===== src/rtl/dcad_defines.vh =====
// Offsets, field positions, opcodes and reset values of the DSP ALU datapath.
`ifndef DCAD_DEFINES_VH
`define DCAD_DEFINES_VH

// Register byte offsets on the APB slave.
`define DCAD_OFS_CMD 12'h000
`define DCAD_OFS_STATUS 12'h004
`define DCAD_OFS_FREG 12'h008
`define DCAD_OFS_ACCA 12'h00C
`define DCAD_OFS_ACCB 12'h010
`define DCAD_OFS_PFCFG 12'h014
`define DCAD_OFS_WBASE 12'h040
`define DCAD_OFS_WLAST 12'h07C

// Reset values.
`define DCAD_RST_WORD 32'h0000_0000
`define DCAD_RST_HALF 16'h0000

// Status register bit positions.
`define DCAD_ST_C 0
`define DCAD_ST_DC 1
`define DCAD_ST_N 2
`define DCAD_ST_OV 3
`define DCAD_ST_Z 4
`define DCAD_ST_OA 5
`define DCAD_ST_OB 6
`define DCAD_ST_SA 7
`define DCAD_ST_SB 8
`define DCAD_ST_BUSY 9
`define DCAD_ST_ILLEGAL 10
`define DCAD_ST_TAKEN 11
`define DCAD_ST_REFUSED 12

// Opcodes held in command bits 4..0.
`define DCAD_OP_ADD_F 5'h00
`define DCAD_OP_ADD_WITH_CARRY_OP_F 5'h01
`define DCAD_OP_ADD_L10 5'h02
`define DCAD_OP_ADD_WITH_CARRY_OP_L10 5'h03
`define DCAD_OP_ADD_WWW 5'h04
`define DCAD_OP_ADD_WITH_CARRY_OP_WWW 5'h05
`define DCAD_OP_ADD_L5 5'h06
`define DCAD_OP_ADD_WITH_CARRY_OP_L5 5'h07
`define DCAD_OP_ADD_ACC 5'h08
`define DCAD_OP_AND_WWW 5'h09
`define DCAD_OP_AND_L10 5'h0A
`define DCAD_OP_ASR_F 5'h0B
`define DCAD_OP_ASR_W 5'h0C
`define DCAD_OP_ASR_BW 5'h0D
`define DCAD_OP_ASR_BL 5'h0E
`define DCAD_OP_MPY_SQR 5'h0F
`define DCAD_OP_MPY_PAIR 5'h10
`define DCAD_OP_BRA_CC 5'h11

// Branch condition codes held in literal bits 3..0.
`define DCAD_CC_C 4'h0
`define DCAD_CC_GE 4'h1
`define DCAD_CC_GEU 4'h2
`define DCAD_CC_GT 4'h3
`define DCAD_CC_Z 4'h4

// Prefetch modes.
`define DCAD_PF_NONE 4'h0
`define DCAD_PF_PLAIN 4'h1
`define DCAD_PF_INDEX 4'h8

// ALU function selects.
`define DCAD_ALU_ADD 2'h0
`define DCAD_ALU_AND 2'h1
`define DCAD_ALU_ASR1 2'h2
`define DCAD_ALU_ASRN 2'h3

// Saturation limits of the 32-bit accumulators.
`define DCAD_ACC_MAX 32'h7FFF_FFFF
`define DCAD_ACC_MIN 32'h8000_0000

`endif


===== src/rtl/dcad_alu.v =====
// Combinational 16-bit add, AND and arithmetic shift unit with status flags.
`include "dcad_defines.vh"

module dcad_alu (
  // Operands.
  input wire [15:0] a_in,
  input wire [15:0] b_in,
  input wire carry_in,
  input wire [4:0] shamt_in,
  input wire [1:0] sel_in,
  // Result and flags, order C, DC, N, OV, Z.
  output reg [15:0] res_out,
  output wire [4:0] flags_out
);

  wire [16:0] sum;
  wire [4:0] nib;
  reg c_f;
  reg dc_f;
  reg ov_f;

  assign sum = {1'b0, a_in} + {1'b0, b_in} + {16'h0000, carry_in};
  assign nib = {1'b0, a_in[3:0]} + {1'b0, b_in[3:0]} + {4'h0, carry_in};

  // Select the function; the caller masks the flags each one affects.
  always @* begin
    res_out = sum[15:0];
    c_f = sum[16];
    dc_f = nib[4];
    ov_f = (a_in[15] == b_in[15]) && (sum[15] != a_in[15]);
    case (sel_in)
      `DCAD_ALU_AND: begin
        res_out = a_in & b_in;
      end
      `DCAD_ALU_ASR1: begin
        res_out = {a_in[15], a_in[15:1]};
        c_f = a_in[0];
        ov_f = 1'b0;
      end
      `DCAD_ALU_ASRN: begin
        res_out = $signed(a_in) >>> shamt_in;
      end
      default: begin
        res_out = sum[15:0];
      end
    endcase
  end

  assign flags_out = {res_out == 16'h0000, ov_f, res_out[15], dc_f, c_f};

endmodule


===== src/rtl/dcad_core.v =====
// DSP core ALU operand datapath with APB register access and prefetch.
// Function
// - Square multiply accepts only the same register, four to seven.
// - Pair multiply accepts six distinct pairs from registers four to seven.
// - File register operations pair with register zero as alternative target.
// - X prefetch uses register eight or nine, adjusted, indexed or none.
// - Y prefetch uses register ten or eleven, adjusted, indexed or none.
// - Prefetched data lands only in registers four through seven.
// - Plain register fields select one of sixteen working registers.
// - Shifted signed add to accumulator touches only its overflow and saturate.
// - Add with carry to register zero keeps file, sets five flags.
// - Medium literal add with carry writes register back, five flags.
// - Three operand add with carry of short literal in one cycle.
// - Single right shift register to register sets C, N, OV, Z.
// - Single right shift of file may target register zero.
// - Barrel shift by register amount sets only N and Z.
// - Barrel shift by short literal sets only N and Z.
// - Signed greater-or-equal branch: one cycle, two when taken, no flags.
// - Unsigned greater-or-equal branch is separate and changes no flags.
// - Signed greater-than branch: one cycle, two when taken.
//
// Our own choices: the APB register port and the register addresses.
`include "dcad_defines.vh"

module dcad_core (
  // Clock and reset.
  input wire clk_in,
  input wire rst_n_in,
  // APB slave.
  input wire psel_in,
  input wire penable_in,
  input wire pwrite_in,
  input wire [11:0] paddr_in,
  input wire [31:0] pwdata_in,
  output wire pready_out,
  output reg [31:0] prdata_out,
  output reg pslverr_out,
  // Prefetch ports.
  output wire pf_x_en_out,
  output reg [15:0] pf_x_addr_out,
  input wire [15:0] pf_x_data_in,
  output wire pf_y_en_out,
  output reg [15:0] pf_y_addr_out,
  input wire [15:0] pf_y_data_in,
  // Core status.
  output wire busy_out,
  output reg branch_taken_out
);

  localparam [2:0] ST_IDLE = 3'b001;
  localparam [2:0] ST_EXEC = 3'b010;
  localparam [2:0] ST_BR2 = 3'b100;

  reg [2:0] state_r;
  reg [2:0] state_nxt;
  reg [31:0] cmd_r;
  reg [12:0] status_r;
  reg [15:0] freg_r;
  reg [31:0] acca_r;
  reg [31:0] accb_r;
  reg [17:0] pfcfg_r;
  reg [15:0] default_work_reg_r [0:15];
  integer i;
  integer j;

  // Command fields.
  wire [4:0] op = cmd_r[4:0];
  wire [3:0] wa = cmd_r[8:5];
  wire [3:0] wb = cmd_r[12:9];
  wire [3:0] wd = cmd_r[16:13];
  wire [9:0] lit = cmd_r[26:17];
  wire acc_b = cmd_r[27];
  wire to_default_work_reg = cmd_r[28];
  // Prefetch fields.
  wire [3:0] xmode = pfcfg_r[3:0];
  wire xsel = pfcfg_r[4];
  wire [3:0] xd = pfcfg_r[8:5];
  wire [3:0] ymode = pfcfg_r[12:9];
  wire ysel = pfcfg_r[13];
  wire [3:0] yd = pfcfg_r[17:14];
  wire [3:0] xptr = {3'b100, xsel};
  wire [3:0] yptr = {3'b101, ysel};

  // APB phases.
  wire setup = psel_in && !penable_in;
  wire wr_acc = psel_in && penable_in && pwrite_in;
  wire w_hit = (paddr_in >= `DCAD_OFS_WBASE) &&
    (paddr_in <= `DCAD_OFS_WLAST) && (paddr_in[1:0] == 2'b00);
  wire [3:0] w_idx = paddr_in[5:2];
  wire idle = state_r[0];
  wire exec = state_r[1];
  wire cmd_wr = wr_acc && (paddr_in == `DCAD_OFS_CMD);

  assign pready_out = 1'b1;
  assign busy_out = !idle;

  // Post adjust amount of a prefetch pointer.
  function [15:0] pf_delta;
    input [3:0] m;
    begin
      case (m)
        4'h2: pf_delta = 16'h0002;
        4'h3: pf_delta = 16'h0004;
        4'h4: pf_delta = 16'h0006;
        4'h5: pf_delta = 16'hFFFE;
        4'h6: pf_delta = 16'hFFFC;
        4'h7: pf_delta = 16'hFFFA;
        default: pf_delta = 16'h0000;
      endcase
    end
  endfunction

  // Prefetch mode legality; indexed only on the second pointer.
  function pf_ok;
    input [3:0] m;
    input s;
    input [3:0] d;
    begin
      pf_ok = (m == `DCAD_PF_NONE) ||
        ((m < `DCAD_PF_INDEX || (m == `DCAD_PF_INDEX && s)) &&
         d >= 4'd4 && d <= 4'd7);
    end
  endfunction

  // Operand legality of multiply and prefetch encodings.
  wire is_sqr = (op == `DCAD_OP_MPY_SQR);
  wire is_mpy = is_sqr || (op == `DCAD_OP_MPY_PAIR);
  wire wa_dsp = (wa >= 4'd4) && (wa <= 4'd7);
  wire wb_dsp = (wb >= 4'd4) && (wb <= 4'd7);
  wire sqr_ok = wa_dsp && (wa == wb);
  wire pair_ok = wa_dsp && wb_dsp && (wa < wb);
  wire pfs_ok = pf_ok(xmode, xsel, xd) && pf_ok(ymode, ysel, yd);
  wire illegal = is_mpy && !((is_sqr ? sqr_ok : pair_ok) && pfs_ok);
  wire mpy_go = exec && is_mpy && !illegal;

  assign pf_x_en_out = mpy_go && (xmode != `DCAD_PF_NONE);
  assign pf_y_en_out = mpy_go && (ymode != `DCAD_PF_NONE);

  // ALU operand selection and flag masks, order C, DC, N, OV, Z.
  reg [15:0] alu_a;
  reg [15:0] alu_b;
  reg [4:0] alu_sh;
  reg [1:0] alu_sel;
  reg [4:0] fmask;
  reg res_we;
  reg res_to_f;
  reg [3:0] dst;
  wire [15:0] alu_res;
  wire [4:0] alu_flags;
  wire is_add_with_carry_op = (op <= `DCAD_OP_ADD_WITH_CARRY_OP_L5) && op[0];

  always @* begin
    alu_a = default_work_reg_r[wa];
    alu_b = default_work_reg_r[wb];
    alu_sh = 5'h01;
    alu_sel = `DCAD_ALU_ADD;
    fmask = 5'h00;
    res_we = 1'b0;
    res_to_f = 1'b0;
    dst = wd;
    case (op)
      `DCAD_OP_ADD_F, `DCAD_OP_ADD_WITH_CARRY_OP_F: begin
        alu_a = freg_r;
        alu_b = default_work_reg_r[0];
        dst = 4'd0;
        res_we = to_default_work_reg;
        res_to_f = !to_default_work_reg;
        fmask = 5'h1F;
      end
      `DCAD_OP_ADD_L10, `DCAD_OP_ADD_WITH_CARRY_OP_L10: begin
        alu_a = default_work_reg_r[wd];
        alu_b = {6'h00, lit};
        res_we = 1'b1;
        fmask = 5'h1F;
      end
      `DCAD_OP_ADD_WWW, `DCAD_OP_ADD_WITH_CARRY_OP_WWW: begin
        res_we = 1'b1;
        fmask = 5'h1F;
      end
      `DCAD_OP_ADD_L5, `DCAD_OP_ADD_WITH_CARRY_OP_L5: begin
        alu_b = {11'h000, lit[4:0]};
        res_we = 1'b1;
        fmask = 5'h1F;
      end
      `DCAD_OP_AND_WWW, `DCAD_OP_AND_L10: begin
        if (op == `DCAD_OP_AND_L10) begin
          alu_a = default_work_reg_r[wd];
          alu_b = {6'h00, lit};
        end
        alu_sel = `DCAD_ALU_AND;
        res_we = 1'b1;
        fmask = 5'h14;
      end
      `DCAD_OP_ASR_F: begin
        alu_a = freg_r;
        alu_sel = `DCAD_ALU_ASR1;
        dst = 4'd0;
        res_we = to_default_work_reg;
        res_to_f = !to_default_work_reg;
        fmask = 5'h1D;
      end
      `DCAD_OP_ASR_W: begin
        alu_sel = `DCAD_ALU_ASR1;
        res_we = 1'b1;
        fmask = 5'h1D;
      end
      `DCAD_OP_ASR_BW, `DCAD_OP_ASR_BL: begin
        alu_a = default_work_reg_r[wa];
        alu_sh = (op == `DCAD_OP_ASR_BL) ? lit[4:0] : default_work_reg_r[wb][4:0];
        alu_sel = `DCAD_ALU_ASRN;
        res_we = 1'b1;
        fmask = 5'h14;
      end
      default: begin
        fmask = 5'h00;
      end
    endcase
  end

  dcad_alu u_alu (
    .a_in(alu_a),
    .b_in(alu_b),
    .carry_in(is_add_with_carry_op && status_r[`DCAD_ST_C]),
    .shamt_in(alu_sh),
    .sel_in(alu_sel),
    .res_out(alu_res),
    .flags_out(alu_flags)
  );

  // Shifted signed add to the selected accumulator.
  wire [3:0] sl = lit[3:0];
  wire [3:0] sl_neg = 4'h0 - sl;
  wire [15:0] acc_src = default_work_reg_r[wa];
  wire [31:0] acc_ext = {{16{acc_src[15]}}, acc_src};
  // Right shift kept apart so the mixed-sign select cannot make it logical.
  wire [31:0] acc_asr = $signed(acc_ext) >>> sl[2:0];
  wire [31:0] acc_shv = sl[3] ? (acc_ext << sl_neg) : acc_asr;
  wire [31:0] acc_cur = acc_b ? accb_r : acca_r;
  wire [32:0] acc_sum = {acc_cur[31], acc_cur} + {acc_shv[31], acc_shv};
  wire acc_ovf = acc_sum[32] != acc_sum[31];
  wire [31:0] acc_sat = !acc_ovf ? acc_sum[31:0] :
    (acc_sum[32] ? `DCAD_ACC_MIN : `DCAD_ACC_MAX);
  wire [31:0] prod = $signed(default_work_reg_r[wa]) * $signed(default_work_reg_r[wb]);

  // Branch condition on the current flags.
  wire n_eq_ov = status_r[`DCAD_ST_N] == status_r[`DCAD_ST_OV];
  reg br_cond;
  always @* begin
    case (lit[3:0])
      `DCAD_CC_C: br_cond = status_r[`DCAD_ST_C];
      `DCAD_CC_GE: br_cond = n_eq_ov;
      `DCAD_CC_GEU: br_cond = status_r[`DCAD_ST_C];
      `DCAD_CC_GT: br_cond = n_eq_ov && !status_r[`DCAD_ST_Z];
      `DCAD_CC_Z: br_cond = status_r[`DCAD_ST_Z];
      default: br_cond = 1'b0;
    endcase
  end
  wire br_take = exec && (op == `DCAD_OP_BRA_CC) && br_cond;

  // Sequencer: one execute cycle, one more for a taken branch.
  always @* begin
    case (state_r)
      ST_IDLE: state_nxt = cmd_wr ? ST_EXEC : ST_IDLE;
      ST_EXEC: state_nxt = br_take ? ST_BR2 : ST_IDLE;
      ST_BR2: state_nxt = ST_IDLE;
      default: state_nxt = ST_IDLE;
    endcase
  end

  // Command, configuration, status and accumulator registers.
  always @(posedge clk_in) begin
    if (!rst_n_in) begin
      state_r <= ST_IDLE;
      cmd_r <= `DCAD_RST_WORD;
      status_r <= 13'h0000;
      freg_r <= `DCAD_RST_HALF;
      acca_r <= `DCAD_RST_WORD;
      accb_r <= `DCAD_RST_WORD;
      pfcfg_r <= 18'h0_0000;
      pf_x_addr_out <= `DCAD_RST_HALF;
      pf_y_addr_out <= `DCAD_RST_HALF;
      branch_taken_out <= 1'b0;
    end else begin
      state_r <= state_nxt;
      branch_taken_out <= br_take;
      if (cmd_wr && idle) begin
        cmd_r <= pwdata_in;
        pf_x_addr_out <= (xmode == `DCAD_PF_INDEX) ?
          default_work_reg_r[xptr] + default_work_reg_r[12] : default_work_reg_r[xptr];
        pf_y_addr_out <= (ymode == `DCAD_PF_INDEX) ?
          default_work_reg_r[yptr] + default_work_reg_r[12] : default_work_reg_r[yptr];
      end
      if (cmd_wr && !idle)
        status_r[`DCAD_ST_REFUSED] <= 1'b1;
      if (wr_acc && paddr_in == `DCAD_OFS_STATUS) begin
        status_r[8:0] <= pwdata_in[8:0];
        if (pwdata_in[`DCAD_ST_ILLEGAL])
          status_r[`DCAD_ST_ILLEGAL] <= 1'b0;
        if (pwdata_in[`DCAD_ST_REFUSED])
          status_r[`DCAD_ST_REFUSED] <= 1'b0;
      end
      if (wr_acc && paddr_in == `DCAD_OFS_FREG)
        freg_r <= pwdata_in[15:0];
      if (wr_acc && paddr_in == `DCAD_OFS_ACCA)
        acca_r <= pwdata_in;
      if (wr_acc && paddr_in == `DCAD_OFS_ACCB)
        accb_r <= pwdata_in;
      if (wr_acc && paddr_in == `DCAD_OFS_PFCFG)
        pfcfg_r <= pwdata_in[17:0];
      // Execution results win over a software write in the same cycle.
      if (exec) begin
        status_r[`DCAD_ST_ILLEGAL] <= illegal ||
          status_r[`DCAD_ST_ILLEGAL];
        if (op == `DCAD_OP_BRA_CC)
          status_r[`DCAD_ST_TAKEN] <= br_cond;
        for (i = 0; i < 4; i = i + 1)
          if (fmask[i])
            status_r[i] <= alu_flags[i];
        if (fmask[`DCAD_ST_Z])
          status_r[`DCAD_ST_Z] <= alu_flags[`DCAD_ST_Z] &&
            (!is_add_with_carry_op || status_r[`DCAD_ST_Z]);
        if (res_to_f)
          freg_r <= alu_res;
        if (op == `DCAD_OP_ADD_ACC) begin
          if (acc_b) begin
            accb_r <= acc_sat;
            status_r[`DCAD_ST_OB] <= acc_ovf;
            status_r[`DCAD_ST_SB] <= acc_ovf || status_r[`DCAD_ST_SB];
          end else begin
            acca_r <= acc_sat;
            status_r[`DCAD_ST_OA] <= acc_ovf;
            status_r[`DCAD_ST_SA] <= acc_ovf || status_r[`DCAD_ST_SA];
          end
        end
        if (mpy_go) begin
          if (acc_b)
            accb_r <= prod;
          else
            acca_r <= prod;
        end
      end
    end
  end

  // Working register file: software, result, pointer and prefetch writes.
  always @(posedge clk_in) begin
    if (!rst_n_in) begin
      for (j = 0; j < 16; j = j + 1)
        default_work_reg_r[j] <= `DCAD_RST_HALF;
    end else begin
      for (j = 0; j < 16; j = j + 1) begin
        if (wr_acc && w_hit && w_idx == j)
          default_work_reg_r[j] <= pwdata_in[15:0];
        if (exec && res_we && dst == j)
          default_work_reg_r[j] <= alu_res;
        if (pf_x_en_out && xptr == j && xmode != `DCAD_PF_INDEX)
          default_work_reg_r[j] <= default_work_reg_r[j] + pf_delta(xmode);
        if (pf_y_en_out && yptr == j && ymode != `DCAD_PF_INDEX)
          default_work_reg_r[j] <= default_work_reg_r[j] + pf_delta(ymode);
        if (pf_x_en_out && xd == j)
          default_work_reg_r[j] <= pf_x_data_in;
        if (pf_y_en_out && yd == j)
          default_work_reg_r[j] <= pf_y_data_in;
      end
    end
  end

  // Read data and error are captured in the setup phase.
  always @(posedge clk_in) begin
    if (!rst_n_in) begin
      prdata_out <= `DCAD_RST_WORD;
      pslverr_out <= 1'b0;
    end else if (setup) begin
      pslverr_out <= 1'b0;
      prdata_out <= `DCAD_RST_WORD;
      if (w_hit)
        prdata_out <= {16'h0000, default_work_reg_r[w_idx]};
      else
        case (paddr_in)
          `DCAD_OFS_CMD: prdata_out <= cmd_r;
          `DCAD_OFS_STATUS:
            prdata_out <= {19'h0_0000, status_r[12:10], busy_out,
              status_r[8:0]};
          `DCAD_OFS_FREG: prdata_out <= {16'h0000, freg_r};
          `DCAD_OFS_ACCA: prdata_out <= acca_r;
          `DCAD_OFS_ACCB: prdata_out <= accb_r;
          `DCAD_OFS_PFCFG: prdata_out <= {14'h0000, pfcfg_r};
          default: pslverr_out <= 1'b1;
        endcase
    end
  end

endmodule


===== config.mk =====
export PLATFORM = sky130hd
export DESIGN_NAME = dcad_core
export DESIGN_NICKNAME = d
export VERILOG_FILES = /design/src/rtl/dcad_alu.v /design/src/rtl/dcad_core.v
export VERILOG_INCLUDE_DIRS = /design/src /design/src/rtl
export SDC_FILE = /design/constraint.sdc
export NUM_CORES = 2
export LEC_CHECK = 0
export ABC_CLOCK_PERIOD_IN_PS = 9300
export BUFFER_PORTS_ARGS = -buffer_cell sky130_fd_sc_hd__buf_2
export CORE_UTILIZATION = 56
export CTS_BUF_LIST = sky130_fd_sc_hd__clkbuf_16
export DETAILED_ROUTE_END_ITERATION = 8
export MAX_ROUTING_LAYER = met4
export PLACE_DENSITY = 0.75
export SKIP_LAST_GASP = 1
export SYNTH_ARGS = -nofsm -noshare
export SYNTH_HDL_FRONTEND = slang
export SYNTH_SLANG_ARGS = --single-unit

===== constraint.sdc =====
create_clock -name clk_in -period 9.3 [get_ports clk_in]
set_clock_uncertainty 0.2 [all_clocks]
set_input_delay 0.93 -clock clk_in [delete_from_list [all_inputs] [get_ports clk_in]]
set_output_delay 0.93 -clock clk_in [all_outputs]
set_load 0.03 [all_outputs]

==> flow_summary.ini <==
[drt]
drc = 31
ant_nets = 0
viasPerCell = 7.49
wl_per_cell_microns = 37.5
vias = 53937
drt_iter0_markers = 9789
finalWirelength_microns = 270000
drtPass1Iterations = 9

[timing]
tns_ns = 0
min_period_ns = 8.89
fin_ws_ns = 0.410
rsz0062_at_grt = no
final.period_utilization_pct = 95.6
max_freq_ghz = 0.112
maxSlewHeadroom_pct = -2.35
worstMarginPinSlew_ns = 1.53
finalSetupViolCount = 0
drv_slew = 2
hold_violations = 0

[global_route]
grt_overflow = 0
grt_max_degree = 127
grt_pass1_vias = 50542
grt_pass1_wl_microns = 375000
antenna_found_initial = 36
gr-usage-all-layers_pct = 58.0

[floorplan]
io-pin-count = 151
die_w_microns = 308
design.core.area_sq_um = 92200
die-height_microns = 308
rows = 111
start_util_pct = 56.9
die-area_sq_um = 94900

[clocking]
numCtsBuffers = 56
cts_max_path_buffers = 3
post_cts_buffers = 0
cts_hold_buf = 0
htree_levels = 2
clkTransAtPathRegs_ns = 0.06
cts_tree = built
clock-sinks = 481
clock_latency_ns = 0.74
cts_root_buf = clkbuf_16

[logic_synthesis]
synth-edff-count = 256
yosysSeqAreaShare_pct = 23.2
syn-cell-area_sq_um = 52400
ys_warn_count = 0
synthArstFlopShare_pct = 0
synthCells = 5858
synth-seq-cells = 481
ys_types = 98
synthFlopType = edfxtp_1
syn_nets = 6434
syn_avg_cell_area_sq_um = 8.95

[worst_setup_path]
worstReg2RegEnd = accb_r[30]
end_kind = flop
cp-start-kind = flop
cp.required_ns = 9.66
regToRegStartpoint = default_work_reg_r[12][7]
path_class = flop to flop
rrSetupSlack_ns = 0.41
path_max_fanout = 6
arrival_ns = 9.25
r2r_cells = 25

[layout]
layout_commonest_cell = nand2_1
final_nets = 6429
mostFrequentLayoutCells = 676 x nand2_1, 641 x nor2_1, 421 x inv_1
areaGrowthSynthToFinish_pct = 8.77
final_layout_size_suffix_gt1_share_pct = 16.9

[worst_hold_path]
hold_depth = 1
hold_class = flop to flop
min-delay-start = state_r[2]
holdPathEnd = state_r[2]

[placed_design]
io_buffers = 149
dpl.hpwl_microns = 204000
gp_congestion = 1.18
place_ws_ns = 0.203

[pwr]
power_density_nw_per_um2 = 280
peakVddDrop_v = 0.00104
leakage_nw = 22.4

[outcome]
violations = DRC, capacitance limit, slew limit
status = complete, but fails checks

[flow_run]
max-cap-violations = 1
## area by class of cell
class	instances	area, sq um
Inverter	418	1570
Fill cell	7826	35200
Tap cell	1243	1560
Timing Repair Buffer	395	2680
Multi-Input combinational cell	4501	37000
Antenna cell	58	145
Clock buffer	57	1430
Sequential cell	481	12200
Clock inverter	49	448
## flip-flops by register name, indices dropped and copies added, names as in the netlist, named ones only
signal / flops
acca_r: 32
default_work_reg_r: 256
pf_x_addr_out: 16
pfcfg_r: 18
pf_y_addr_out: 16
cmd_r: 32
freg_r: 16
status_r: 12
branch_taken_out: 1
accb_r: 32
prdata_out: 32
state_r: 3
pslverr_out: 1
## Yosys cell counts, drive strengths merged, types with 10 or more instances
cell type / count / area, sq um
inv: 418 / 1570
a22oi: 83 / 642
o211a: 17 / 170
a21o: 57 / 428
xor2: 42 / 368
o2111ai: 11 / 96.3
and3: 27 / 169
a211o: 13 / 114
nand4: 18 / 113
o21ai: 265 / 1330
nor2: 651 / 2440
nor3: 88 / 450
or3: 33 / 206
a211oi: 196 / 1490
mux2i: 166 / 1660
xnor2: 105 / 920
a21boi: 16 / 120
dfxtp: 225 / 4500
o211ai: 32 / 240
fa: 271 / 5430
a21oi: 408 / 2070
nand3: 89 / 445
mux2: 111 / 1250
a2111oi: 18 / 171
and2: 42 / 263
a222oi: 13 / 130
a31oi: 70 / 450
nor2b: 66 / 413
buf: 105 / 528
mux4: 296 / 6670
or2: 27 / 169
edfxtp: 256 / 7690
o2111a: 16 / 180
o21bai: 13 / 97.6
a311oi: 30 / 269
o21a: 31 / 233
a221oi: 45 / 400
clkbuf: 353 / 1330
o22ai: 39 / 244
a2111o: 10 / 113
ha: 224 / 2800
nand2b: 32 / 200
nand2: 676 / 2540
o31ai: 17 / 128
## worst max path at each step
stage                              start          to  slack, ns  cells past startpoint
5_1_grt                             flop  accb_r[30]       0.03                     28
3_5_place_dp                        flop  accb_r[30]       0.20                     28
4_1_cts                             flop  accb_r[30]       0.12                     28
2_1_floorplan                       flop  accb_r[30]       0.39                     29
6_report       default_work_reg_r[12][7]  accb_r[30]       0.41                     25
3_3_place_gp                        flop  accb_r[30]       0.32                     28
## power breakdown
part / internal (mW) / switching [mW]
registers: 2.33 / 0.238
clock network: 1.27 / 1.07
logic: 3.76 / 7.31
## what timing repair did
action                                  in CTS  in global routing
endpoints found under the setup margin       0                 11
gates resized for setup                      0                  3
hold endpoints to repair                     0                  0
## logic make-up after synthesis
kind of cell / count (synthesis) / share of synthesized area [%]
other: 1 / 0.00715
xor gates and xnor gates: 147 / 2.46
adders and majority gates: 500 / 15.8
buffers and inverters: 876 / 6.53
and+or+nand+nor: 1796 / 14.8
DFF: 481 / 23.2
muxes: 573 / 18.3
AOI/OAI and AO/OA: 1484 / 18.9
## worst max-delay path, stage by stage (launching register included)
cell and delay [ns]:
edfxtp_1 0.73, mux4_2 0.59, mux2_2 0.30, o21ai_1 0.49
nor2_1 0.16, fa_1 0.57, inv_1 0.05, fa_1 0.45
fa_1 0.51, fa_1 0.56, inv_1 0.06, fa_1 0.49
inv_1 0.06, fa_1 0.47, inv_1 0.04, ha_1 0.31
a2111oi_0 0.41, nand3_1 0.16, a41oi_1 0.40, a2111oi_0 0.18
buf_4 0.17, o21bai_2 0.31, a31oi_1 0.18, o41ai_1 0.34
xnor2_1 0.17, a221o_1 0.38
## through the flow
stage	util, %	area [sq um]	total power, mW	hold WS [ns]	instances
floorplan	-	52400	8.03	0.211	5858
global placement	59.6	55000	12.7	0.219	7037
detailed placement	59.6	55000	12.8	0.234	7037
CTS	61.7	56900	15.2	0.243	7143
global route	61.8	57000	16.7	0.260	7190
finish	61.9	57000	16.0	0.243	7202
## metal layers
layer / up-vias / global-route usage (%) / part of all wire [%] / wire (microns)
li1: 21366 / - / - / -
met3: 1369 / 35.7 / 20 / 53800
met1: 25861 / 67.9 / 34 / 92600
met5: - / - / 0 / 0
met2: 5341 / 72.2 / 37 / 100000
met4: 0 / 38.5 / 8.6 / 23300
Note: power is estimated with default switching activity, not from simulation.
